## src/hw/ctir_params.svh

```systemverilog
// named offsets, bit positions, reset values for the converter/transmitter flag block
// assumes inclusion by bare name from the design files
`ifndef CTIR_PARAMS_SVH
`define CTIR_PARAMS_SVH

`define CTIR_ADDR_STATUS 8'h0A
`define CTIR_ADDR_MASK 8'h0B
`define CTIR_ADDR_MODE 8'h0C
`define CTIR_ADDR_RX_ONE 8'h0D
`define CTIR_ADDR_RX_TWO 8'h0E

`define CTIR_BIT_COPY 0
`define CTIR_BIT_SLIP 1
`define CTIR_BIT_READY 4
`define CTIR_BIT_RATIO 5

`define CTIR_MASK_WMASK 8'h33
`define CTIR_RX_ONE_WMASK 8'h1B
`define CTIR_RX_TWO_WMASK 8'h1F

`define CTIR_RST_MASK 8'h00
`define CTIR_RST_MODE 8'h00
`define CTIR_RST_RX_ONE 8'h00
`define CTIR_RST_RX_TWO 8'h00
`define CTIR_RDATA_IDLE 8'h00

`define CTIR_RX_ONE_SEL_LSB 0
`define CTIR_RX_ONE_SEL_MSB 1
`define CTIR_RX_ONE_REF_BIT 3
`define CTIR_RX_ONE_COPYDIS_BIT 4

`define CTIR_RX_TWO_OE_BIT 0
`define CTIR_RX_TWO_DIV_LSB 1
`define CTIR_RX_TWO_DIV_MSB 2
`define CTIR_RX_TWO_MUTE_BIT 3
`define CTIR_RX_TWO_LOL_BIT 4

`define CTIR_SYNC_W 14

`endif

```

## src/hw/ctir_pkg.sv

```systemverilog
// types shared by the flag cell and the register block
// assumes the params header is included where numbers are needed
package ctir_pkg;

	typedef enum logic [1:0] {
		CTIR_TRIG_RISE,
		CTIR_TRIG_FALL,
		CTIR_TRIG_LEVEL,
		CTIR_TRIG_RSVD
	} ctir_trig_t;

	typedef struct packed {
		logic tx_copy_done;
		logic tx_data_slip;
		logic tx_block_start;
		logic conv_ready;
		logic conv_ratio;
	} ctir_cond_t;

	typedef struct packed {
		logic decoder_lock_loss;
		logic second_loop_lock_loss;
	} ctir_lock_t;

endpackage

```

## src/hw/ctir_regs.sv

```systemverilog
// control and status registers for converter/transmitter flags and receiver setup
// assumes a host serial front end turning frames into single-cycle register strobes
// condition, clock and lock inputs come from other domains and are synchronised here
`timescale 1ns/1ps
`include "ctir_params.svh"

// Behaviour
// buffer-copy flag sets on completed copy while copies enabled and unmasked
// copy or slip flag drives interrupt low and sets transmitter summary
// slip flag sets on data slip or block start while unmasked
// slip source select input picks data slip or block start
// ready flag sets when both rate estimators finish fast phase, if unmasked
// ratio flag sets when input rate exceeds output rate, if unmasked
// ready or ratio flag drives interrupt low and sets converter summary
// mask register bits 5,4,1,0 enable flags; zero masks, reset zero
// trigger register two bits per flag: rise, fall, level, reserved
// status register read only; bits 7,6,3,2 read zero
// input select routes line receiver one to four into receiver core
// reference select feeds first loop from receiver input or master clock
// receiver copy disable freezes receive-to-user buffer updates
// recovered clock pin enable: zero floats pin, one drives clock
// divider code divides second loop clock by 1, 2, 4 or 8
// auto-mute forces audio low when decoder and second loop lose lock
// lock-loss mode stops or free-runs second loop clock on loss
// transmitter copy disable blocks user-to-transmit buffer copies
// edge modes latch, level follows, latched flags clear on status read
// host must not program reserved trigger code
module ctir_regs #(
	parameter int AUDIO_W = 24
) (
	input wire logic clk_sys_i,
	input wire logic resetn_i,
	input wire logic [7:0] reg_addr_i,
	input wire logic reg_wr_i,
	input wire logic reg_rd_i,
	input wire logic [7:0] reg_wdata_i,
	output logic [7:0] reg_rdata_o,
	output logic reg_rvalid_o,
	input wire ctir_pkg::ctir_cond_t cond_i,
	input wire logic tx_copy_disable_i,
	input wire logic slip_source_select_i,
	output logic tx_copy_enable_o,
	output logic irq_n_o,
	output logic tx_summary_o,
	output logic conv_summary_o,
	input wire logic [3:0] line_rx_i,
	output logic rx_core_data_o,
	input wire logic receiver_reference_input_i,
	input wire logic master_clock_i,
	output logic receiver_first_loop_ref_o,
	output logic receiver_copy_enable_o,
	input wire logic second_loop_clk_i,
	input wire ctir_pkg::ctir_lock_t lock_i,
	output logic recovered_clock_o,
	output logic recovered_clock_oe_o,
	output logic recovered_clock_int_o,
	input wire logic [AUDIO_W-1:0] audio_data_i,
	output logic [AUDIO_W-1:0] audio_data_o
);
	if (AUDIO_W < 1 || AUDIO_W > 32) begin : g_bad_width
		$error("AUDIO_W must lie in 1..32");
	end

	logic [`CTIR_SYNC_W-1:0] sync_a_reg;
	logic [`CTIR_SYNC_W-1:0] sync_b_reg;
	logic [`CTIR_SYNC_W-1:0] async_in;
	logic [7:0] mask_reg;
	logic [7:0] mode_reg;
	logic [7:0] rx_one_reg;
	logic [7:0] rx_two_reg;
	logic [7:0] reg_rdata_reg;
	logic [7:0] status_word;
	logic [7:0] rdata_next;
	logic reg_rvalid_reg;
	logic [3:0] flags;
	logic [3:0] flag_cond;
	logic [3:0] flag_mask;
	logic status_clear;
	logic irq_n_reg;
	logic tx_summary_reg;
	logic conv_summary_reg;
	logic s_copy_done;
	logic s_slip;
	logic s_block_start;
	logic s_ready;
	logic s_ratio;
	logic [3:0] s_line_rx;
	logic s_ref_input;
	logic s_master_clk;
	logic s_loop_clk;
	logic s_dec_lost;
	logic s_loop_lost;
	logic loop_clk_prev_reg;
	logic [2:0] div_cnt_reg;
	logic div_clk;
	logic clk_stopped;
	logic rec_clk_reg;
	logic rec_clk_oe_reg;
	logic rx_core_reg;
	logic first_ref_reg;
	logic [AUDIO_W-1:0] audio_reg;
	logic both_lost;

	// every foreign input passes two flops before any logic sees it
	assign async_in = {lock_i.second_loop_lock_loss, lock_i.decoder_lock_loss,
		second_loop_clk_i, master_clock_i, receiver_reference_input_i, line_rx_i,
		cond_i.conv_ratio, cond_i.conv_ready, cond_i.tx_block_start,
		cond_i.tx_data_slip, cond_i.tx_copy_done};
	always_ff @(posedge clk_sys_i or negedge resetn_i) begin
		if (!resetn_i) begin
			sync_a_reg <= '0;
			sync_b_reg <= '0;
		end else begin
			sync_a_reg <= async_in;
			sync_b_reg <= sync_a_reg;
		end
	end

	assign s_copy_done = sync_b_reg[0];
	assign s_slip = sync_b_reg[1];
	assign s_block_start = sync_b_reg[2];
	assign s_ready = sync_b_reg[3];
	assign s_ratio = sync_b_reg[4];
	assign s_line_rx = sync_b_reg[8:5];
	assign s_ref_input = sync_b_reg[9];
	assign s_master_clk = sync_b_reg[10];
	assign s_loop_clk = sync_b_reg[11];
	assign s_dec_lost = sync_b_reg[12];
	assign s_loop_lost = sync_b_reg[13];
	// host writes; the status word has no storage behind a write
	always_ff @(posedge clk_sys_i or negedge resetn_i) begin
		if (!resetn_i) begin
			mask_reg <= `CTIR_RST_MASK;
			mode_reg <= `CTIR_RST_MODE;
			rx_one_reg <= `CTIR_RST_RX_ONE;
			rx_two_reg <= `CTIR_RST_RX_TWO;
		end else if (reg_wr_i) begin
			case (reg_addr_i)
				`CTIR_ADDR_MASK: mask_reg <= reg_wdata_i & `CTIR_MASK_WMASK;
				`CTIR_ADDR_MODE: mode_reg <= reg_wdata_i;
				`CTIR_ADDR_RX_ONE: rx_one_reg <= reg_wdata_i & `CTIR_RX_ONE_WMASK;
				`CTIR_ADDR_RX_TWO: rx_two_reg <= reg_wdata_i & `CTIR_RX_TWO_WMASK;
				default: mask_reg <= mask_reg;
			endcase
		end
	end

	// flag order in the cell array: copy, slip, ready, ratio
	assign tx_copy_enable_o = ~tx_copy_disable_i;
	assign flag_cond[0] = s_copy_done & ~tx_copy_disable_i;
	assign flag_cond[1] = slip_source_select_i ? s_block_start : s_slip;
	assign flag_cond[2] = s_ready;
	assign flag_cond[3] = s_ratio;
	assign flag_mask = {mask_reg[`CTIR_BIT_RATIO], mask_reg[`CTIR_BIT_READY],
		mask_reg[`CTIR_BIT_SLIP], mask_reg[`CTIR_BIT_COPY]};
	assign status_clear = reg_rd_i && (reg_addr_i == `CTIR_ADDR_STATUS);
	// reserved code 11 raises nothing; the host is trusted to avoid it
	for (genvar gi = 0; gi < 4; gi++) begin : g_flag
		ctir_flag_cell u_cell (
			.clk_sys_i(clk_sys_i),
			.resetn_i(resetn_i),
			.cond_i(flag_cond[gi]),
			.mask_i(flag_mask[gi]),
			.mode_i(ctir_pkg::ctir_trig_t'(mode_reg[2*gi+1 -: 2])),
			.clear_i(status_clear),
			.flag_o(flags[gi])
		);
	end

	always_comb begin
		status_word = `CTIR_RDATA_IDLE;
		status_word[`CTIR_BIT_COPY] = flags[0];
		status_word[`CTIR_BIT_SLIP] = flags[1];
		status_word[`CTIR_BIT_READY] = flags[2];
		status_word[`CTIR_BIT_RATIO] = flags[3];
	end

	always_ff @(posedge clk_sys_i or negedge resetn_i) begin
		if (!resetn_i) begin
			irq_n_reg <= 1'b1;
			tx_summary_reg <= 1'b0;
			conv_summary_reg <= 1'b0;
		end else begin
			irq_n_reg <= ~(|flags);
			tx_summary_reg <= flags[0] | flags[1];
			conv_summary_reg <= flags[2] | flags[3];
		end
	end

	assign irq_n_o = irq_n_reg;
	assign tx_summary_o = tx_summary_reg;
	assign conv_summary_o = conv_summary_reg;
	// read data one cycle after the strobe; unmapped reads give zero
	always_comb begin
		case (reg_addr_i)
			`CTIR_ADDR_STATUS: rdata_next = status_word;
			`CTIR_ADDR_MASK: rdata_next = mask_reg;
			`CTIR_ADDR_MODE: rdata_next = mode_reg;
			`CTIR_ADDR_RX_ONE: rdata_next = rx_one_reg;
			`CTIR_ADDR_RX_TWO: rdata_next = rx_two_reg;
			default: rdata_next = `CTIR_RDATA_IDLE;
		endcase
	end

	always_ff @(posedge clk_sys_i or negedge resetn_i) begin
		if (!resetn_i) begin
			reg_rdata_reg <= `CTIR_RDATA_IDLE;
			reg_rvalid_reg <= 1'b0;
		end else begin
			reg_rvalid_reg <= reg_rd_i;
			if (reg_rd_i) begin
				reg_rdata_reg <= rdata_next;
			end
		end
	end

	assign reg_rdata_o = reg_rdata_reg;
	assign reg_rvalid_o = reg_rvalid_reg;
	// receiver input and reference routing, retimed so outputs come from flops
	always_ff @(posedge clk_sys_i or negedge resetn_i) begin
		if (!resetn_i) begin
			rx_core_reg <= 1'b0;
			first_ref_reg <= 1'b0;
		end else begin
			rx_core_reg <= s_line_rx[rx_one_reg[`CTIR_RX_ONE_SEL_MSB:`CTIR_RX_ONE_SEL_LSB]];
			first_ref_reg <= rx_one_reg[`CTIR_RX_ONE_REF_BIT] ? s_master_clk : s_ref_input;
		end
	end

	assign rx_core_data_o = rx_core_reg;
	assign receiver_first_loop_ref_o = first_ref_reg;
	assign receiver_copy_enable_o = ~rx_one_reg[`CTIR_RX_ONE_COPYDIS_BIT];
	// divider counts sampled rising edges; limited to loop clocks well below clk_sys/2
	assign clk_stopped = s_loop_lost & ~rx_two_reg[`CTIR_RX_TWO_LOL_BIT];
	always_ff @(posedge clk_sys_i or negedge resetn_i) begin
		if (!resetn_i) begin
			loop_clk_prev_reg <= 1'b0;
			div_cnt_reg <= 3'h0;
		end else begin
			loop_clk_prev_reg <= s_loop_clk;
			if (!clk_stopped && s_loop_clk && !loop_clk_prev_reg) begin
				div_cnt_reg <= div_cnt_reg + 3'h1;
			end
		end
	end

	always_comb begin
		case (rx_two_reg[`CTIR_RX_TWO_DIV_MSB:`CTIR_RX_TWO_DIV_LSB])
			2'h0: div_clk = s_loop_clk;
			2'h1: div_clk = div_cnt_reg[0];
			2'h2: div_clk = div_cnt_reg[1];
			default: div_clk = div_cnt_reg[2];
		endcase
	end

	always_ff @(posedge clk_sys_i or negedge resetn_i) begin
		if (!resetn_i) begin
			rec_clk_reg <= 1'b0;
			rec_clk_oe_reg <= 1'b0;
		end else begin
			rec_clk_reg <= clk_stopped ? 1'b0 : div_clk;
			rec_clk_oe_reg <= rx_two_reg[`CTIR_RX_TWO_OE_BIT];
		end
	end
	assign recovered_clock_int_o = rec_clk_reg;
	assign recovered_clock_o = rec_clk_reg & rec_clk_oe_reg;
	assign recovered_clock_oe_o = rec_clk_oe_reg;
	// audio arrives on clk_sys from the decoder, so no synchroniser on it
	assign both_lost = s_dec_lost & s_loop_lost;
	always_ff @(posedge clk_sys_i or negedge resetn_i) begin
		if (!resetn_i) begin
			audio_reg <= '0;
		end else if (rx_two_reg[`CTIR_RX_TWO_MUTE_BIT] && both_lost) begin
			audio_reg <= '0;
		end else begin
			audio_reg <= audio_data_i;
		end
	end

	assign audio_data_o = audio_reg;
	property p_status_zero_bits;
		@(posedge clk_sys_i) disable iff (!resetn_i)
		status_clear |=> (reg_rvalid_o && reg_rdata_o[7:6] == 2'h0 && reg_rdata_o[3:2] == 2'h0);
	endproperty
	a_status_zero_bits: assert property (p_status_zero_bits) else $error("status bits leak");
	property p_status_ro;
		@(posedge clk_sys_i) disable iff (!resetn_i)
		(reg_wr_i && reg_addr_i == `CTIR_ADDR_STATUS) |=> $stable(mask_reg) && $stable(mode_reg);
	endproperty
	a_status_ro: assert property (p_status_ro) else $error("status write changed state");
	property p_irq_tx;
		@(posedge clk_sys_i) disable iff (!resetn_i)
		(flags[0] || flags[1]) |=> (!irq_n_o && tx_summary_o);
	endproperty
	a_irq_tx: assert property (p_irq_tx) else $error("tx flag without interrupt");
	property p_irq_conv;
		@(posedge clk_sys_i) disable iff (!resetn_i)
		(flags[2] || flags[3]) |=> (!irq_n_o && conv_summary_o);
	endproperty
	a_irq_conv: assert property (p_irq_conv) else $error("conv flag without interrupt");
	property p_irq_idle;
		@(posedge clk_sys_i) disable iff (!resetn_i)
		(flags == 4'h0) |=> (irq_n_o && !tx_summary_o && !conv_summary_o);
	endproperty
	a_irq_idle: assert property (p_irq_idle) else $error("interrupt without flag");
	property p_copy_blocked;
		@(posedge clk_sys_i) disable iff (!resetn_i)
		(tx_copy_disable_i && !flags[0]) |=> !flags[0];
	endproperty
	a_copy_blocked: assert property (p_copy_blocked) else $error("copy flag while blocked");
	property p_mute;
		@(posedge clk_sys_i) disable iff (!resetn_i)
		(rx_two_reg[`CTIR_RX_TWO_MUTE_BIT] && both_lost) |=> (audio_data_o == '0);
	endproperty
	a_mute: assert property (p_mute) else $error("audio not muted");
	property p_input_select;
		@(posedge clk_sys_i) disable iff (!resetn_i)
		1'b1 |=> (rx_core_data_o ==
			$past(s_line_rx[rx_one_reg[`CTIR_RX_ONE_SEL_MSB:`CTIR_RX_ONE_SEL_LSB]]));
	endproperty
	a_input_select: assert property (p_input_select) else $error("wrong line receiver");
	property p_pin_float;
		@(posedge clk_sys_i) disable iff (!resetn_i)
		!rx_two_reg[`CTIR_RX_TWO_OE_BIT] |=> (!recovered_clock_oe_o && !recovered_clock_o);
	endproperty
	a_pin_float: assert property (p_pin_float) else $error("recovered pin driven");
	property p_clock_stop;
		@(posedge clk_sys_i) disable iff (!resetn_i)
		clk_stopped [*2] |=> (!recovered_clock_int_o && $stable(div_cnt_reg));
	endproperty
	a_clock_stop: assert property (p_clock_stop) else $error("clock ran on lock loss");
endmodule

```

## src/hw/ctir_flag_cell.sv

```systemverilog
// one sticky or level-following status flag with mask and trigger mode
// assumes cond_i is already synchronous to clk_sys_i
`timescale 1ns/1ps
module ctir_flag_cell (
	input wire logic clk_sys_i,
	input wire logic resetn_i,
	input wire logic cond_i,
	input wire logic mask_i,
	input wire ctir_pkg::ctir_trig_t mode_i,
	input wire logic clear_i,
	output logic flag_o
);
	logic cond_prev_reg;
	logic flag_reg;
	logic set_event;
	logic flag_next;

	always_ff @(posedge clk_sys_i or negedge resetn_i) begin
		if (!resetn_i) begin
			cond_prev_reg <= 1'b0;
		end else begin
			cond_prev_reg <= cond_i;
		end
	end

	always_comb begin
		case (mode_i)
			ctir_pkg::CTIR_TRIG_RISE: set_event = cond_i & ~cond_prev_reg;
			ctir_pkg::CTIR_TRIG_FALL: set_event = ~cond_i & cond_prev_reg;
			ctir_pkg::CTIR_TRIG_LEVEL: set_event = cond_i;
			// reserved code raises nothing, so a stray write cannot storm the pin
			default: set_event = 1'b0;
		endcase
	end

	always_comb begin
		if (!mask_i) begin
			flag_next = 1'b0;
		end else if (mode_i == ctir_pkg::CTIR_TRIG_LEVEL) begin
			flag_next = cond_i;
		end else if (set_event) begin
			flag_next = 1'b1; // set beats a same-cycle read clear
		end else if (clear_i) begin
			flag_next = 1'b0;
		end else begin
			flag_next = flag_reg;
		end
	end

	always_ff @(posedge clk_sys_i or negedge resetn_i) begin
		if (!resetn_i) begin
			flag_reg <= 1'b0;
		end else begin
			flag_reg <= flag_next;
		end
	end

	assign flag_o = flag_reg;

	property p_cell_masked;
		@(posedge clk_sys_i) disable iff (!resetn_i)
		!mask_i |=> !flag_o;
	endproperty
	a_cell_masked: assert property (p_cell_masked) else $error("masked flag rose");

	property p_cell_clear;
		@(posedge clk_sys_i) disable iff (!resetn_i)
		(clear_i && !set_event && mode_i != ctir_pkg::CTIR_TRIG_LEVEL) |=> !flag_o;
	endproperty
	a_cell_clear: assert property (p_cell_clear) else $error("flag kept after read");

	property p_cell_rise;
		@(posedge clk_sys_i) disable iff (!resetn_i)
		(mask_i && mode_i == ctir_pkg::CTIR_TRIG_RISE && $rose(cond_i)) |=> flag_o;
	endproperty
	a_cell_rise: assert property (p_cell_rise) else $error("rising edge not latched");

	property p_cell_level;
		@(posedge clk_sys_i) disable iff (!resetn_i)
		(mask_i && mode_i == ctir_pkg::CTIR_TRIG_LEVEL) |=> (flag_o == $past(cond_i));
	endproperty
	a_cell_level: assert property (p_cell_level) else $error("level flag off");
endmodule

```

## config.mk

```make
export PLATFORM = sky130hd
export DESIGN_NAME = ctir_regs
export DESIGN_NICKNAME = d
export VERILOG_FILES = /design/src/hw/ctir_pkg.sv /design/src/hw/ctir_regs.sv /design/src/hw/ctir_flag_cell.sv
export VERILOG_INCLUDE_DIRS = /design/src /design/src/hw
export SDC_FILE = /design/constraint.sdc
export NUM_CORES = 1
export LEC_CHECK = 0
export ABC_AREA = 1
export BUFFER_PORTS_ARGS = -buffer_cell sky130_fd_sc_hd__buf_2
export CAP_MARGIN = 5
export CORE_MARGIN = 2
export CORE_UTILIZATION = 40
export DETAILED_ROUTE_END_ITERATION = 10
export HOLD_SLACK_MARGIN = 0.03
export PLACE_DENSITY = 0.71
export SLEW_MARGIN = 20
export SYNTH_ARGS = -nofsm -noshare
export SYNTH_HDL_FRONTEND = slang
export SYNTH_SLANG_ARGS = --single-unit
```

## constraint.sdc

```tcl
create_clock -name clk_sys_i -period 1.4 [get_ports clk_sys_i]
set_input_delay 0.42 -clock clk_sys_i [delete_from_list [all_inputs] [get_ports clk_sys_i]]
set_output_delay 0.42 -clock clk_sys_i [all_outputs]
set_load 0.1 [all_outputs]
```

==> metrics.txt <==
CP max FO=2; Max Cap Violations=0; RSZ-0062 raised after global routing=true; status=finished, violations left; Worst VDD drop=813 uV; total number of vias=2850; core area=around 9300 sq um; Clock transition at path regs=0.09 ns; Post-DRT Antenna Nets=0; DP Cell Count=609; # clock sinks=~100; DRC=0; drt initial violations=~150; failing checks=setup timing; CTS tree=done; Ports=around 100; # fillers=781; DP Wirelength=between 6000 and 7000 um; most common cell after layout, fill and taps aside=dfrtp_1; Final Setup Violations=5; Final Skew=around 0.0045 ns; commonest non-fill, non-tap cells in the layout=dfrtp_1 (98), nand2_1 (89), buf_2 (58); cells after synthesis=~370; Layout Nets=between 500 and 600; Worst Max-Slew Pin Slew=~0.33 ns; num rows=35; CTS buffer count=9; largest net degree at the start of global routing=43; P&R area growth vs syn=43.7%; routed len/inst=approximately 12 um; Max Clock Freq=about 620 MHz; FF-to-FF Start=rx_two_reg[4]$_DFFE_PN0P_; Worst EP required=0.98 ns; Critical Path Start=recovered_clock_oe_o$_DFF_PN0_; DIE AREA=between 10000 and 15000 sq um; global route overflow=0; Power Density=1290 nW/um^2; kind of critical path=reg2out; CP endpoint kind=output pin; Mapped Area=3830 sq um; share of cells above drive strength 1=approximately 34%; #FFs+latches synth=~100; max FFs per register=24; fin area=5510 sq um; H-tree Lvls=3; Hold/Removal Path Class=in2reg; Clock Tree Buf Depth=2; post-layout min period=~1.6 ns; Non-Filler Instances=about 630; first-pass GRT wire length=roughly 13000 um; DRT Pass-1 Iters=5; fin crit share=114%; Hold Startpoint=line_rx_i[0]; synthesized area per cell=between 10 and 15 sq um; Final Hold Fails=0; PnR worst setup slack=-0.201 ns; Post-Route WL=slightly below 8000 um; initial antenna violation count=0; Final Max Slew Viols=0; Antenna diodes=0; Die Ht=roughly 100 um; die width=102 um; WP data arrival=approximately 1.2 ns; WHS=between 0.15 and 0.2 ns; LEAKAGE=about 2.9 nW; post-synthesis sequential area ratio=66.0%; Rel. slew slack=between 70% and 80%; Yosys Warn Count=0; GRT Util Overall=between 10% and 20%; Post-DP Area=around 5200 sq um; Netlist cell types=30; final RePlAce weighted congestion=roughly 0.85; clock root cell=clkbuf_8; Clock Latency Late Sink=~0.35 ns; critical path startpoint category=flip-flop; initial cell density of the core=a little over 40%; PortBufs=between 100 and 150; Avg Vias per Cell=around 4.5; syn nets=433; vias in the first global route=roughly 2800
## power breakdown
| part | internal [mW] | total, mW | switching [mW] |
|---|---|---|---|
| clock network | 0.839 | 1.82 | 0.981 |
| logic | 0.686 | 1.85 | 1.17 |
| registers | 3.22 | 3.43 | 0.210 |
| total | 4.74 | 7.10 | 2.36 |
## per-layer routing
metal,routed length (um),global-route usage (%)
met2,3750,26.2
met4,149,7.18
met1,3240,20.5
met3,720,6.70
met5,0,0
## area by class of cell
cell class | instances | area (sq um) | share of cell area [%]
sequential | 101 | 2540 | 46.1
timing repair buffer | 123 | 1350 | 24.5
multi-input combinational | 204 | 1030 | 18.8
inverter | 61 | 236 | 4.30
tap | 129 | 161 | 2.93
clock buffer | 11 | 131 | 2.39
clock inverter | 5 | 60.1 | 1.09
## cell families (layout without fill, tap and decap cells)
kind of cell,count (synthesis),count (layout),synth area share (%)
buffers and inverters,67,200,7.25
adders and majority gates,1,1,0.327
DFF,101,101,66.0
muxes,1,1,0.294
and+or+nand+nor,154,154,18.9
AOI/OAI and AO/OA,46,46,6.73
xor gates and xnor gates,2,2,0.457
## critical path: stages (launching register included)
cell and delay (ns):
dfrtp_4 0.50, nand2_4 0.07, clkinvlp_4 0.08, buf_12 0.17
## timing repair
| action | 4_1_cts | 5_1_grt |
|---|---|---|
| resized for setup | 2 | 1 |
| setup endpoints to repair | 10 | 24 |
| hold buffers | 1 | 0 |
| cloned | 0 | 0 |
| setup buffers | 5 | 3 |
| pin swaps | 1 | 1 |
| endpoints found under the hold margin | 3 | 0 |
## synth_stat cells
master	n	area (sq um)
dfrtp_1	100	2500
a21oi_2	2	17.5
o21ai_1	21	105
o21bai_1	2	15.0
buf_4	1	7.51
nand2_1	90	338
nand2_2	7	43.8
a21oi_1	9	45.0
mux2_1	1	11.3
clkbuf_1	3	11.3
nand2_4	2	22.5
xnor2_1	1	8.76
nor3_1	2	10.0
o22ai_1	2	12.5
or2_2	2	12.5
xor2_1	1	8.76
nor2_8	2	40.0
nor2_4	5	56.3
nor2_2	1	6.26
dfstp_2	1	26.3
inv_1	56	210
o21ai_2	2	17.5
o31ai_1	2	15.0
buf_8	2	30.0
nor2_1	17	63.8
nand3_1	25	125
nand3b_1	1	7.51
inv_2	5	18.8
o21ai_0	6	30.0
ha_1	1	12.5
## per-stage QoR
| stage | total power [mW] | util [%] | setup WS, ns | TNS (ns) |
|---|---|---|---|---|
| global placement | 5.27 | 56.4 | -0.0547 | -0.546 |
| detailed placement | 5.31 | 56.4 | -0.117 | -1.07 |
| global route | 7.43 | 59.3 | -0.243 | -1.12 |
| finish | 7.10 | 59.3 | -0.201 | -0.674 |
| floorplan | 4.51 | - | -0.167 | -0.167 |
| CTS | 7.17 | 59.0 | -0.213 | -0.789 |
## final timing paths
check	end	slack [ns]	cells past startpoint
max reg2reg	div_cnt_reg[1]$_DFFE_PN0P_	0.24	4
min	sync_a_reg[5]$_DFF_PN0_	0.17	1
max	recovered_clock_o	-0.20	3
min reg2reg	sync_b_reg[12]$_DFF_PN0_	0.35	0
max in group asynchronous	recovered_clock_int_o$_DFF_PN0_	0.51	3
min in group asynchronous	conv_summary_o$_DFF_PN0_	0.41	2
No activity file was read; power rests on OpenSTA's default activity.
